==> config.mk <==
export PLATFORM = sky130hd
export DESIGN_NAME = ufdr_top
export DESIGN_NICKNAME = d
export VERILOG_FILES = /design/src/logic/ufdr_pkg.sv /design/src/logic/ufdr_queue.sv /design/src/logic/ufdr_ahb_slave.sv /design/src/logic/ufdr_top.sv
export SDC_FILE = /design/constraint.sdc
export NUM_CORES = 1
export LEC_CHECK = 0
export BUFFER_PORTS_ARGS = -buffer_cell sky130_fd_sc_hd__clkbuf_2
export CAP_MARGIN = 15
export CORE_MARGIN = 10
export CORE_UTILIZATION = 44
export DETAILED_ROUTE_END_ITERATION = 6
export PLACE_DENSITY = 0.6
export SYNTH_ARGS = -nofsm -noshare
export SYNTH_HDL_FRONTEND = slang
export SYNTH_SLANG_ARGS = --single-unit
export TNS_END_PERCENT = 20
==> constraint.sdc <==
create_clock -name clk -period 3.16 [get_ports clk]
set_input_delay 0.158 -clock clk [delete_from_list [all_inputs] [get_ports clk]]
set_output_delay 0.158 -clock clk [all_outputs]
set_load 0.02 [all_outputs]
==> src/logic/ufdr_pkg.sv <==
// shared constants and decoders for the uart fifo setup and dma request block
package ufdr_pkg;
    // queue geometry
    localparam int unsigned DATA_W = 8;
    localparam int unsigned DEPTH  = 32;
    localparam int unsigned PTR_W  = 5;
    localparam int unsigned CNT_W  = 6;
    localparam logic [5:0]  CAP_FULL = 6'h20;
    localparam logic [5:0]  CAP_ONE  = 6'h01;
    // register byte offsets
    localparam logic [31:0] OFS_SETUP   = 32'h0000_0000;
    localparam logic [31:0] OFS_IRQ_EN  = 32'h0000_0004;
    localparam logic [31:0] OFS_STATUS  = 32'h0000_0008;
    localparam logic [31:0] OFS_TX_DATA = 32'h0000_000C;
    localparam logic [31:0] OFS_RX_DATA = 32'h0000_0010;
    // fifo_setup fields
    localparam int unsigned SET_EN     = 0;
    localparam int unsigned SET_RX_FL  = 1;
    localparam int unsigned SET_TX_FL  = 2;
    localparam int unsigned SET_DMA    = 3;
    localparam int unsigned SET_TX_THR = 4;
    localparam int unsigned SET_RX_THR = 6;
    localparam logic [7:0]  SETUP_RST  = 8'h00;
    // irq enable fields
    localparam int unsigned IEN_RX    = 0;
    localparam int unsigned IEN_TX    = 1;
    localparam logic [1:0]  IEN_RST   = 2'h0;
    // status fields
    localparam int unsigned ST_TX_CNT = 0;
    localparam int unsigned ST_RX_CNT = 8;
    localparam int unsigned ST_TX_REQ = 16;
    localparam int unsigned ST_RX_REQ = 17;
    localparam int unsigned ST_RX_IRQ = 18;
    localparam int unsigned ST_TX_IRQ = 19;
    localparam int unsigned ST_EN     = 20;
    // threshold levels in bytes
    localparam logic [5:0] RX_LVL_0 = 6'h08;
    localparam logic [5:0] RX_LVL_1 = 6'h10;
    localparam logic [5:0] RX_LVL_2 = 6'h18;
    localparam logic [5:0] RX_LVL_3 = 6'h1C;
    localparam logic [5:0] TX_LVL_0 = 6'h10;
    localparam logic [5:0] TX_LVL_1 = 6'h08;
    localparam logic [5:0] TX_LVL_2 = 6'h18;
    localparam logic [5:0] TX_LVL_3 = 6'h1E;

    function automatic logic [5:0] rx_level(input logic [1:0] code);
        logic [5:0] lvl;
        unique case (code)
            2'h0: lvl = RX_LVL_0;
            2'h1: lvl = RX_LVL_1;
            2'h2: lvl = RX_LVL_2;
            2'h3: lvl = RX_LVL_3;
        endcase
        return lvl;
    endfunction

    function automatic logic [5:0] tx_level(input logic [1:0] code);
        logic [5:0] lvl;
        unique case (code)
            2'h0: lvl = TX_LVL_0;
            2'h1: lvl = TX_LVL_1;
            2'h2: lvl = TX_LVL_2;
            2'h3: lvl = TX_LVL_3;
        endcase
        return lvl;
    endfunction
endpackage

==> src/logic/ufdr_queue.sv <==
// character queue with flush and one-deep legacy capacity
`timescale 1ns/10ps
module ufdr_queue (
    // clocking
    input  wire logic       clk,
    input  wire logic       ce,
    input  wire logic       sys_rst,
    // control
    input  wire logic       flush,
    input  wire logic       oneDeep,
    // fill side
    input  wire logic       push,
    input  wire logic [7:0] pushData,
    // drain side
    input  wire logic       pop,
    output logic      [7:0] headData,
    // occupancy
    output logic      [5:0] count,
    output logic            full,
    output logic            empty
);
    logic [7:0] mem [0:ufdr_pkg::DEPTH-1];
    logic [4:0] wrPtr;
    logic [4:0] rdPtr;
    logic [4:0] next_wrPtr;
    logic [4:0] next_rdPtr;
    logic [5:0] next_count;
    logic       doPush;
    logic       doPop;

    assign full  = count >= (oneDeep ? ufdr_pkg::CAP_ONE
                                     : ufdr_pkg::CAP_FULL);
    assign empty = count == 6'h00;
    assign doPush = push && !full && !flush;
    assign doPop  = pop && !empty && !flush;
    assign headData = mem[rdPtr];

    always_comb begin
        next_wrPtr = wrPtr;
        next_rdPtr = rdPtr;
        next_count = count;
        if (flush) begin
            next_wrPtr = 5'h00;
            next_rdPtr = 5'h00;
            next_count = 6'h00;
        end else begin
            if (doPush) begin
                next_wrPtr = wrPtr + 5'h01;
            end
            if (doPop) begin
                next_rdPtr = rdPtr + 5'h01;
            end
            next_count = count + 6'(doPush) - 6'(doPop);
        end
    end

    always_ff @(posedge clk) begin
        if (sys_rst) begin
            wrPtr <= 5'h00;
            rdPtr <= 5'h00;
            count <= 6'h00;
        end else if (ce) begin
            wrPtr <= next_wrPtr;
            rdPtr <= next_rdPtr;
            count <= next_count;
            if (doPush) begin
                mem[wrPtr] <= pushData;
            end
        end
    end

    a_depth_bound: assert property (
        @(posedge clk) disable iff (sys_rst)
        count <= ufdr_pkg::CAP_FULL)
        else $error("queue count beyond capacity");
endmodule

==> src/logic/ufdr_ahb_slave.sv <==
// ahb-lite slave front end, zero wait state while ce is high, word registers
`timescale 1ns/10ps
module ufdr_ahb_slave (
    // clocking
    input  wire logic        clk,
    input  wire logic        ce,
    input  wire logic        sys_rst,
    // ahb-lite
    input  wire logic        hsel,
    input  wire logic [31:0] haddr,
    input  wire logic [1:0]  htrans,
    input  wire logic        hwrite,
    input  wire logic [2:0]  hsize,
    input  wire logic        hready,
    input  wire logic [31:0] hwdata,
    output logic             hreadyout,
    output logic             hresp,
    output logic      [31:0] hrdata,
    // register side
    output logic             rdStrobe,
    output logic      [31:0] rdAddr,
    input  wire logic [31:0] rdValue,
    output logic             wrStrobe,
    output logic      [31:0] wrAddr,
    output logic      [31:0] wrData
);
    logic        take;
    logic        wrPend;
    logic        next_wrPend;
    logic [31:0] next_wrAddr;
    logic [31:0] next_hrdata;

    // only word transfers are issued, size is not decoded
    assign take      = hsel && htrans[1] && hready && ce;
    assign rdStrobe  = take && !hwrite;
    assign rdAddr    = haddr;
    assign wrStrobe  = wrPend && ce;
    assign wrData    = hwdata;
    assign hreadyout = ce;
    assign hresp     = 1'b0;

    always_comb begin
        next_wrPend = wrPend && !ce;
        next_wrAddr = wrAddr;
        next_hrdata = hrdata;
        if (take) begin
            next_wrPend = hwrite;
            next_wrAddr = haddr;
            if (!hwrite) begin
                next_hrdata = rdValue;
            end
        end
    end

    always_ff @(posedge clk) begin
        if (sys_rst) begin
            wrPend <= 1'b0;
            wrAddr <= 32'h0000_0000;
            hrdata <= 32'h0000_0000;
        end else begin
            wrPend <= next_wrPend;
            wrAddr <= next_wrAddr;
            hrdata <= next_hrdata;
        end
    end
endmodule

==> src/logic/ufdr_top.sv <==
// uart fifo setup, queues and dma request outputs
//
// Summary of operation
// - single mode: transmit request low while the transmit queue is empty.
// - single mode: receive request low once a character sits in the slot.
// - block mode: transmit interrupt while occupancy below transmit threshold.
// - receive interrupt at threshold; queue keeps filling until full.
// - receive threshold codes 00..11 give 8, 16, 24, 28 bytes.
// - transmit threshold codes 00..11 give 16, 8, 24, 30; default 16.
// - transmit-empty interrupt when transmit occupancy below threshold.
// - setup bit 3 selects single (0, default) or block (1) mode.
// - single or disabled: transmit request low while empty, high after write.
// - single or disabled: receive request low while data waits.
// - block mode: transmit request high only when transmit queue full.
// - block mode: receive request low on threshold or time-out until empty.
// - setup bit 2 flushes transmit queue, then reads back as 0.
// - setup bit 1 flushes receive queue, then reads back as 0.
// - setup bit 0 enables both queues; disabled after reset.
// - other setup bits are written only when bit 0 is written as 1.
// - receive interrupt withdrawn once count falls below threshold.
// - receive interrupt output gated by receiver-ready enable bit.
`timescale 1ns/10ps
module ufdr_top (
    // clocking
    input  wire logic        clk,
    input  wire logic        ce,
    input  wire logic        sys_rst,
    // ahb-lite slave
    input  wire logic        hsel,
    input  wire logic [31:0] haddr,
    input  wire logic [1:0]  htrans,
    input  wire logic        hwrite,
    input  wire logic [2:0]  hsize,
    input  wire logic        hready,
    input  wire logic [31:0] hwdata,
    output logic             hreadyout,
    output logic             hresp,
    output logic      [31:0] hrdata,
    // transmit shifter side
    input  wire logic        txPop,
    output logic      [7:0]  txData,
    output logic             txEmpty,
    // receive shifter side
    input  wire logic        rxPush,
    input  wire logic [7:0]  rxData,
    input  wire logic        rxTimeout,
    output logic             rxFull,
    // dma requests
    output logic             txDmaRequestN,
    output logic             rxDmaRequestN,
    // interrupt conditions
    output logic             rxReadyIrq,
    output logic             txEmptyIrq,
    output logic             fifoEnabled
);
    logic        rdStrobe;
    logic [31:0] rdAddr;
    logic [31:0] rdValue;
    logic        wrStrobe;
    logic [31:0] wrAddr;
    logic [31:0] wrData;

    logic [7:0]  setup;
    logic [7:0]  next_setup;
    logic [1:0]  irqEn;
    logic [1:0]  next_irqEn;
    logic        wrSetup;
    logic        txFlush;
    logic        rxFlush;
    logic        txPush;
    logic        rxPop;
    logic        hostPop;
    logic        blockMode;
    logic        oneDeep;

    logic [5:0]  txCount;
    logic [5:0]  rxCount;
    logic        txFull;
    logic        rxEmpty;
    logic [7:0]  rxHead;
    logic [5:0]  rxLevel;
    logic [5:0]  txLevel;
    logic        rxCond;
    logic        txCond;
    logic        rxSet;

    logic        next_txReqN;
    logic        next_rxReqN;
    logic        next_rxIrq;
    logic        next_txIrq;

    ufdr_ahb_slave u_bus (
        .clk       (clk),
        .ce        (ce),
        .sys_rst   (sys_rst),
        .hsel      (hsel),
        .haddr     (haddr),
        .htrans    (htrans),
        .hwrite    (hwrite),
        .hsize     (hsize),
        .hready    (hready),
        .hwdata    (hwdata),
        .hreadyout (hreadyout),
        .hresp     (hresp),
        .hrdata    (hrdata),
        .rdStrobe  (rdStrobe),
        .rdAddr    (rdAddr),
        .rdValue   (rdValue),
        .wrStrobe  (wrStrobe),
        .wrAddr    (wrAddr),
        .wrData    (wrData)
    );

    ufdr_queue u_txq (
        .clk      (clk),
        .ce       (ce),
        .sys_rst  (sys_rst),
        .flush    (txFlush),
        .oneDeep  (oneDeep),
        .push     (txPush),
        .pushData (wrData[7:0]),
        .pop      (txPop),
        .headData (txData),
        .count    (txCount),
        .full     (txFull),
        .empty    (txEmpty)
    );

    ufdr_queue u_rxq (
        .clk      (clk),
        .ce       (ce),
        .sys_rst  (sys_rst),
        .flush    (rxFlush),
        .oneDeep  (oneDeep),
        .push     (rxPush),
        .pushData (rxData),
        .pop      (rxPop),
        .headData (rxHead),
        .count    (rxCount),
        .full     (rxFull),
        .empty    (rxEmpty)
    );

    // mode decode
    assign fifoEnabled = setup[ufdr_pkg::SET_EN];
    assign oneDeep     = !fifoEnabled;
    assign blockMode   = fifoEnabled && setup[ufdr_pkg::SET_DMA];
    assign rxLevel = ufdr_pkg::rx_level(setup[ufdr_pkg::SET_RX_THR +: 2]);
    assign txLevel = ufdr_pkg::tx_level(setup[ufdr_pkg::SET_TX_THR +: 2]);
    assign wrSetup = wrStrobe && wrAddr == ufdr_pkg::OFS_SETUP;
    assign txPush  = wrStrobe && wrAddr == ufdr_pkg::OFS_TX_DATA;
    assign hostPop = rdStrobe && rdAddr == ufdr_pkg::OFS_RX_DATA;
    assign rxPop   = hostPop;

    // interrupt conditions: threshold in fifo mode, otherwise one char (rx) or empty queue (tx)
    assign rxCond = fifoEnabled ? (rxCount >= rxLevel)
                                : !rxEmpty;
    assign txCond = fifoEnabled ? (txCount < txLevel)
                                : (txCount == 6'h00);
    assign rxSet  = !rxEmpty && (rxCount >= rxLevel || rxTimeout);

    // setup register and flush strobes
    always_comb begin
        next_setup = setup;
        next_irqEn = irqEn;
        txFlush    = 1'b0;
        rxFlush    = 1'b0;
        if (wrSetup) begin
            if (wrData[ufdr_pkg::SET_EN]) begin
                next_setup = wrData[7:0];
                next_setup[ufdr_pkg::SET_TX_FL] = 1'b0;
                next_setup[ufdr_pkg::SET_RX_FL] = 1'b0;
                txFlush = wrData[ufdr_pkg::SET_TX_FL];
                rxFlush = wrData[ufdr_pkg::SET_RX_FL];
            end else begin
                next_setup[ufdr_pkg::SET_EN] = 1'b0;
            end
            // capacity changes, so stale contents go
            if (next_setup[ufdr_pkg::SET_EN] != fifoEnabled) begin
                txFlush = 1'b1;
                rxFlush = 1'b1;
            end
        end
        if (wrStrobe && wrAddr == ufdr_pkg::OFS_IRQ_EN) begin
            next_irqEn = wrData[1:0];
        end
    end

    // read mux
    always_comb begin
        rdValue = 32'h0000_0000;
        unique case (rdAddr)
            ufdr_pkg::OFS_SETUP:   rdValue[7:0] = setup;
            ufdr_pkg::OFS_IRQ_EN:  rdValue[1:0] = irqEn;
            ufdr_pkg::OFS_STATUS: begin
                rdValue[ufdr_pkg::ST_TX_CNT +: 6] = txCount;
                rdValue[ufdr_pkg::ST_RX_CNT +: 6] = rxCount;
                rdValue[ufdr_pkg::ST_TX_REQ] = txDmaRequestN;
                rdValue[ufdr_pkg::ST_RX_REQ] = rxDmaRequestN;
                rdValue[ufdr_pkg::ST_RX_IRQ] = rxCond;
                rdValue[ufdr_pkg::ST_TX_IRQ] = txCond;
                rdValue[ufdr_pkg::ST_EN]     = fifoEnabled;
            end
            ufdr_pkg::OFS_RX_DATA: begin
                if (!rxEmpty) begin
                    rdValue[7:0] = rxHead;
                end
            end
            default:               rdValue = 32'h0000_0000;
        endcase
    end

    // request and interrupt outputs
    always_comb begin
        if (blockMode) begin
            next_txReqN = txFull;
            if (rxDmaRequestN) begin
                next_rxReqN = !rxSet;
            end else begin
                next_rxReqN = rxEmpty;
            end
        end else begin
            next_txReqN = txCount != 6'h00;
            next_rxReqN = rxEmpty;
        end
        next_rxIrq = rxCond && irqEn[ufdr_pkg::IEN_RX];
        next_txIrq = txCond && irqEn[ufdr_pkg::IEN_TX];
    end

    always_ff @(posedge clk) begin
        if (sys_rst) begin
            setup         <= ufdr_pkg::SETUP_RST;
            irqEn         <= ufdr_pkg::IEN_RST;
            txDmaRequestN <= 1'b0;
            rxDmaRequestN <= 1'b1;
            rxReadyIrq    <= 1'b0;
            txEmptyIrq    <= 1'b0;
        end else if (ce) begin
            setup         <= next_setup;
            irqEn         <= next_irqEn;
            txDmaRequestN <= next_txReqN;
            rxDmaRequestN <= next_rxReqN;
            rxReadyIrq    <= next_rxIrq;
            txEmptyIrq    <= next_txIrq;
        end
    end

    a_tx_single_req: assert property (
        @(posedge clk) disable iff (sys_rst)
        ce && !blockMode |=> txDmaRequestN == ($past(txCount) != 6'h00))
        else $error("single mode tx request wrong");

    a_rx_single_req: assert property (
        @(posedge clk) disable iff (sys_rst)
        ce && !blockMode |=> rxDmaRequestN == ($past(rxCount) == 6'h00))
        else $error("single mode rx request wrong");

    a_tx_block_full: assert property (
        @(posedge clk) disable iff (sys_rst)
        ce && blockMode |=> txDmaRequestN == $past(txFull))
        else $error("block mode tx request not tied to full");

    a_rx_block_set: assert property (
        @(posedge clk) disable iff (sys_rst)
        ce && blockMode && rxCount >= rxLevel |=> !rxDmaRequestN)
        else $error("rx request not raised at threshold");

    a_rx_block_hold: assert property (
        @(posedge clk) disable iff (sys_rst)
        ce && blockMode && !rxDmaRequestN && !rxEmpty |=> !rxDmaRequestN)
        else $error("rx request dropped before queue empty");

    a_rx_timeout_req: assert property (
        @(posedge clk) disable iff (sys_rst)
        ce && blockMode && rxTimeout && !rxEmpty |=> !rxDmaRequestN)
        else $error("time-out did not raise rx request");

    a_rx_irq_gate: assert property (
        @(posedge clk) disable iff (sys_rst)
        ce |=> rxReadyIrq == ($past(rxCond) && $past(irqEn[0])))
        else $error("rx interrupt not gated by enable");

    a_tx_irq_level: assert property (
        @(posedge clk) disable iff (sys_rst)
        ce && fifoEnabled && irqEn[1] && txCount < txLevel |=> txEmptyIrq)
        else $error("tx empty interrupt missing below threshold");

    a_tx_flush_clear: assert property (
        @(posedge clk) disable iff (sys_rst)
        ce && wrSetup && wrData[0] && wrData[2]
        |=> txCount == 6'h00 && !setup[2])
        else $error("tx flush did not empty queue");

    a_rx_flush_clear: assert property (
        @(posedge clk) disable iff (sys_rst)
        ce && wrSetup && wrData[0] && wrData[1]
        |=> rxCount == 6'h00 && !setup[1])
        else $error("rx flush did not empty queue");

    a_setup_guard: assert property (
        @(posedge clk) disable iff (sys_rst)
        ce && wrSetup && !wrData[0]
        |=> setup[7:1] == $past(setup[7:1]) && !setup[0])
        else $error("setup bits changed without enable bit");
endmodule

==> insert_results.sql <==
INSERT INTO impl_metrics (metric_group, metric, value, unit) VALUES
('outcome', 'run_status', 'complete, no violations', ''),
('pwr', 'switching_share', '0.243', ''),
('detailed_routing', 'wire_length_after_detailed_routing', '61400', 'um'),
('worst_setup_path', 'critical_path.endpoint_type', 'flop', ''),
('synthesis', 'post-synth-top-area-fraction', '0.610', ''),
('worst_setup_path', 'worstPathBufferInverterCount', '1', ''),
('worst_setup_path', 'cpPeakStageDelay', '0.44', 'ns'),
('floorplan', 'design.portCount', '135', ''),
('pwr', 'design_power_total', '0.0189', 'W'),
('grt', 'global_route.overflow_total', '0', ''),
('pwr', 'internal_power', '0.0143', 'W'),
('floorplan', 'placeable_core_region', '0.0566', 'sq mm'),
('placement', 'gp_congestion', '0.839', ''),
('layout', 'fin_area', '0.0299', 'sq mm'),
('synthesis', 'synth_top_family_by_area', 'multiplexers', ''),
('synthesis', 'synth_simple_gate_area_share', '0.0733', ''),
('clock_network', 'worstSkewPairLatency', '0.60', 'ns'),
('synthesis', 'synth.area.mux_share', '0.143', ''),
('job', 'maxCapViolCount', '0', ''),
('detailed_routing', 'routed_wirelength_normalized_by_instance_count', '23.8', 'um'),
('synthesis', 'mean_cell_area_of_the_mapped_netlist', '16.7', 'sq um'),
('synthesis', 'postSynthCellCount', '1512', ''),
('timing', 'worst_slew_pin_slew', '0.867', 'ns'),
('clock_network', 'cts_tree', 'yes', ''),
('floorplan', 'effective_utilization_at_floorplan', '0.445', ''),
('pwr', 'netSwitchingPower', '0.00459', 'W'),
('clock_network', 'htree_num_levels', '3', ''),
('clock_network', 'clkTransAtPathRegs', '0.06', 'ns'),
('detailed_routing', 'viasPerCell', '5.61', ''),
('timing', 'setup_violations', '0', ''),
('synthesis', 'synth_compound_area_frac', '0.0434', ''),
('grt', 'grt_usage', '0.181', ''),
('synthesis', 'yosys.area.top_type', 'sky130_fd_sc_hd__edfxtp_1', ''),
('timing', 'grt_setup_unrepaired', 'yes', ''),
('grt', 'antenna_found_initial', '1', ''),
('synthesis', 'synth_fa_ha_area_frac', '0.0200', ''),
('worst_setup_path', 'critical_path.most_common_cell', 'sky130_fd_sc_hd__a21oi_2', ''),
('synthesis', 'ys_seq_area_frac', '0.694', ''),
('synthesis', 'synth-edff-count', '512', ''),
('pwr', 'power.leakage', '9.76', 'nW'),
('timing', 'timing.max_slew.rel_slack', '0.421', ''),
('synthesis', 'synthFlopType', 'sky130_fd_sc_hd__edfxtp_1', ''),
('layout', 'nets', '1896', ''),
('grt', 'grt_pass1_wl', '91600', 'um'),
('clock_network', 'cts.sinks', '618', ''),
('worst_hold_path', 'timing.hold.worst.class', 'input port to flop', ''),
('worst_setup_path', 'timing.critical_path.from_type', 'flop', ''),
('synthesis', 'synth_commonest_cells', '512 x sky130_fd_sc_hd__edfxtp_1, 145 x sky130_fd_sc_hd__mux4_2, 127 x sky130_fd_sc_hd__nand2_1', ''),
('layout', 'post_route_cells_drive_above_1_share', '0.294', ''),
('synthesis', 'yosys_warnings', '0', ''),
('timing', 'final.setup_skew', '0.0294', 'ns'),
('floorplan', 'dieArea', '0.0673', 'sq mm'),
('timing', 'setup-tns-final', '0', 'ns'),
('worst_setup_path', 'critical_path_class', 'flop to flop', ''),
('detailed_routing', 'route.detailed.drc', '0', ''),
('detailed_routing', 'drt.antenna.violating_nets', '0', ''),
('grt', 'grt_pass1_vias', '14600', ''),
('layout', 'fill_cells', '4599', ''),
('pwr', 'clock_power_share', '0.392', ''),
('placement', 'hpwlAfterDp', '40900', 'um'),
('clock_network', 'clk_path_buf_depth', '3', ''),
('worst_setup_path', 'critical_path_arrival', '3.62', 'ns'),
('timing', 'final_hold_viol_count', '0', ''),
('synthesis', 'synth.distinct_cells', '68', ''),
('worst_setup_path', 'critPathSlowestCell', 'sky130_fd_sc_hd__or3_4', ''),
('synthesis', 'ys_async_sr_fraction', '0', ''),
('worst_setup_path', 'cp_cell_sequence', 'nor4_1 -> nand4_1 -> or3_4 -> and3_1 -> ha_1 -> inv_1 -> ha_2 -> fa_2 -> a21oi_2 -> o21bai_1 -> xor2_1 -> nand3_1 -> a21oi_2', ''),
('grt', 'largest_net_degree_at_the_start_of_global_routing', '65', ''),
('clock_network', 'cts_buffers', '66', ''),
('pwr', 'sequentialPowerShare', '0.479', ''),
('floorplan', 'die_h', '259', 'um');
## worst min-delay path, delay by kind of cell
kind	cells	cell delay, ns
buffers and inverters	1	0.08
and+or+nand+nor	2	0.34
## registers in the layout, summed over array words and instances, names as in the netlist, 6 cells and up, named ones only
register	count
u_rxq.mem	256
u_txq.count	6
u_bus.hrdata	19
setup	6
u_txq.mem	256
u_bus.wrAddr	32
u_rxq.count	6
## placed cells by master (no fill, tap or decap), types with 24 or more instances in the layout
| cell | count |
|---|---|
| sky130_fd_sc_hd__a21oi_1 | 62 |
| sky130_fd_sc_hd__clkbuf_2 | 91 |
| sky130_fd_sc_hd__buf_4 | 136 |
| sky130_fd_sc_hd__nand2_1 | 127 |
| sky130_fd_sc_hd__inv_1 | 24 |
| sky130_fd_sc_hd__mux4_2 | 145 |
| sky130_fd_sc_hd__edfxtp_1 | 512 |
| sky130_fd_sc_hd__dlygate4sd3_1 | 36 |
| sky130_fd_sc_hd__mux2i_1 | 24 |
| sky130_fd_sc_hd__dfxtp_1 | 97 |
| sky130_fd_sc_hd__clkbuf_16 | 66 |
| sky130_fd_sc_hd__nand3_1 | 33 |
| sky130_fd_sc_hd__nor2_1 | 107 |
| sky130_fd_sc_hd__ha_1 | 33 |
## path summary, 6_finish.rpt
| path | to | startpoint | cells after the start | slack [ns] |
|---|---|---|---|---|
| setup / recovery | u_txq.count[4]$_SDFFE_PP0P_ | u_bus.wrAddr[25]$_SDFFE_PP0N_ | 13 | 0.07 |
| hold / removal | rxDmaRequestN$_SDFFE_PP1P_ | rxTimeout | 3 | 0.04 |
| setup reg to reg | u_txq.count[4]$_SDFFE_PP0P_ | u_bus.wrAddr[25]$_SDFFE_PP0N_ | 13 | 0.07 |
| hold reg to reg | txEmptyIrq$_SDFFE_PP0P_ | txEmptyIrq$_SDFFE_PP0P_ | 2 | 0.46 |
## per-layer routing
layer  wire [um]  track usage
met5           0            0
met2       27700        0.270
met4        1470       0.0515
met3        4260       0.0412
met1       28000        0.263
## power by group through the flow
| stage | Combinational, W | Clock [W] | Sequential (W) |
|---|---|---|---|
| after floorplan | 0.00147 | 0 | 0.00917 |
| after global placement | 0.00228 | 0 | 0.00921 |
| after detailed placement | 0.00231 | 0 | 0.00921 |
| after CTS | 0.00238 | 0.00754 | 0.00902 |
| after global routing | 0.00267 | 0.00782 | 0.00904 |
| final | 0.00244 | 0.00739 | 0.00903 |
## cell families after synthesis
logic type | after synthesis
adders and majority gates | 39
xor gates and xnor gates | 14
muxes | 177
DFF | 618
AOI/OAI and AO/OA | 165
other | 1
buffers and inverters | 119
and+or+nand+nor | 379
## stage by stage
stage	hold slack [ns]	std cells	worst slack (ns)
6_report	0.0415	2576	0.0674
5_1_grt	0.0349	2575	-0.0803
4_1_cts	0.0151	2574	-0.000909
3_5_place_dp	0.438	2421	-0.0358
3_3_place_gp	0.425	2421	0.00449
2_1_floorplan	0.257	1525	0.0850
## area by class of cell
cell class | instances | area (sq um) | share of cell area
tap | 756 | 946 | 0.0316
multi-input combinational | 788 | 7360 | 0.246
timing repair buffer | 269 | 1960 | 0.0654
clock buffer | 78 | 1710 | 0.0570
clock inverter | 38 | 343 | 0.0115
inverter | 28 | 105 | 0.00351
antenna | 1 | 2.50 | 0.0000836
sequential | 618 | 17500 | 0.585
## repair_timing
item | CTS | global route
buffers inserted | 1 | 2
gates resized for setup | 4 | 29
pin swaps | 2 | 20
hold buffers | 36 | 0
endpoints found under the setup margin | 5 | 8
endpoints found under the hold margin | 36 | 0
No activity file was read; power rests on OpenSTA's default activity.
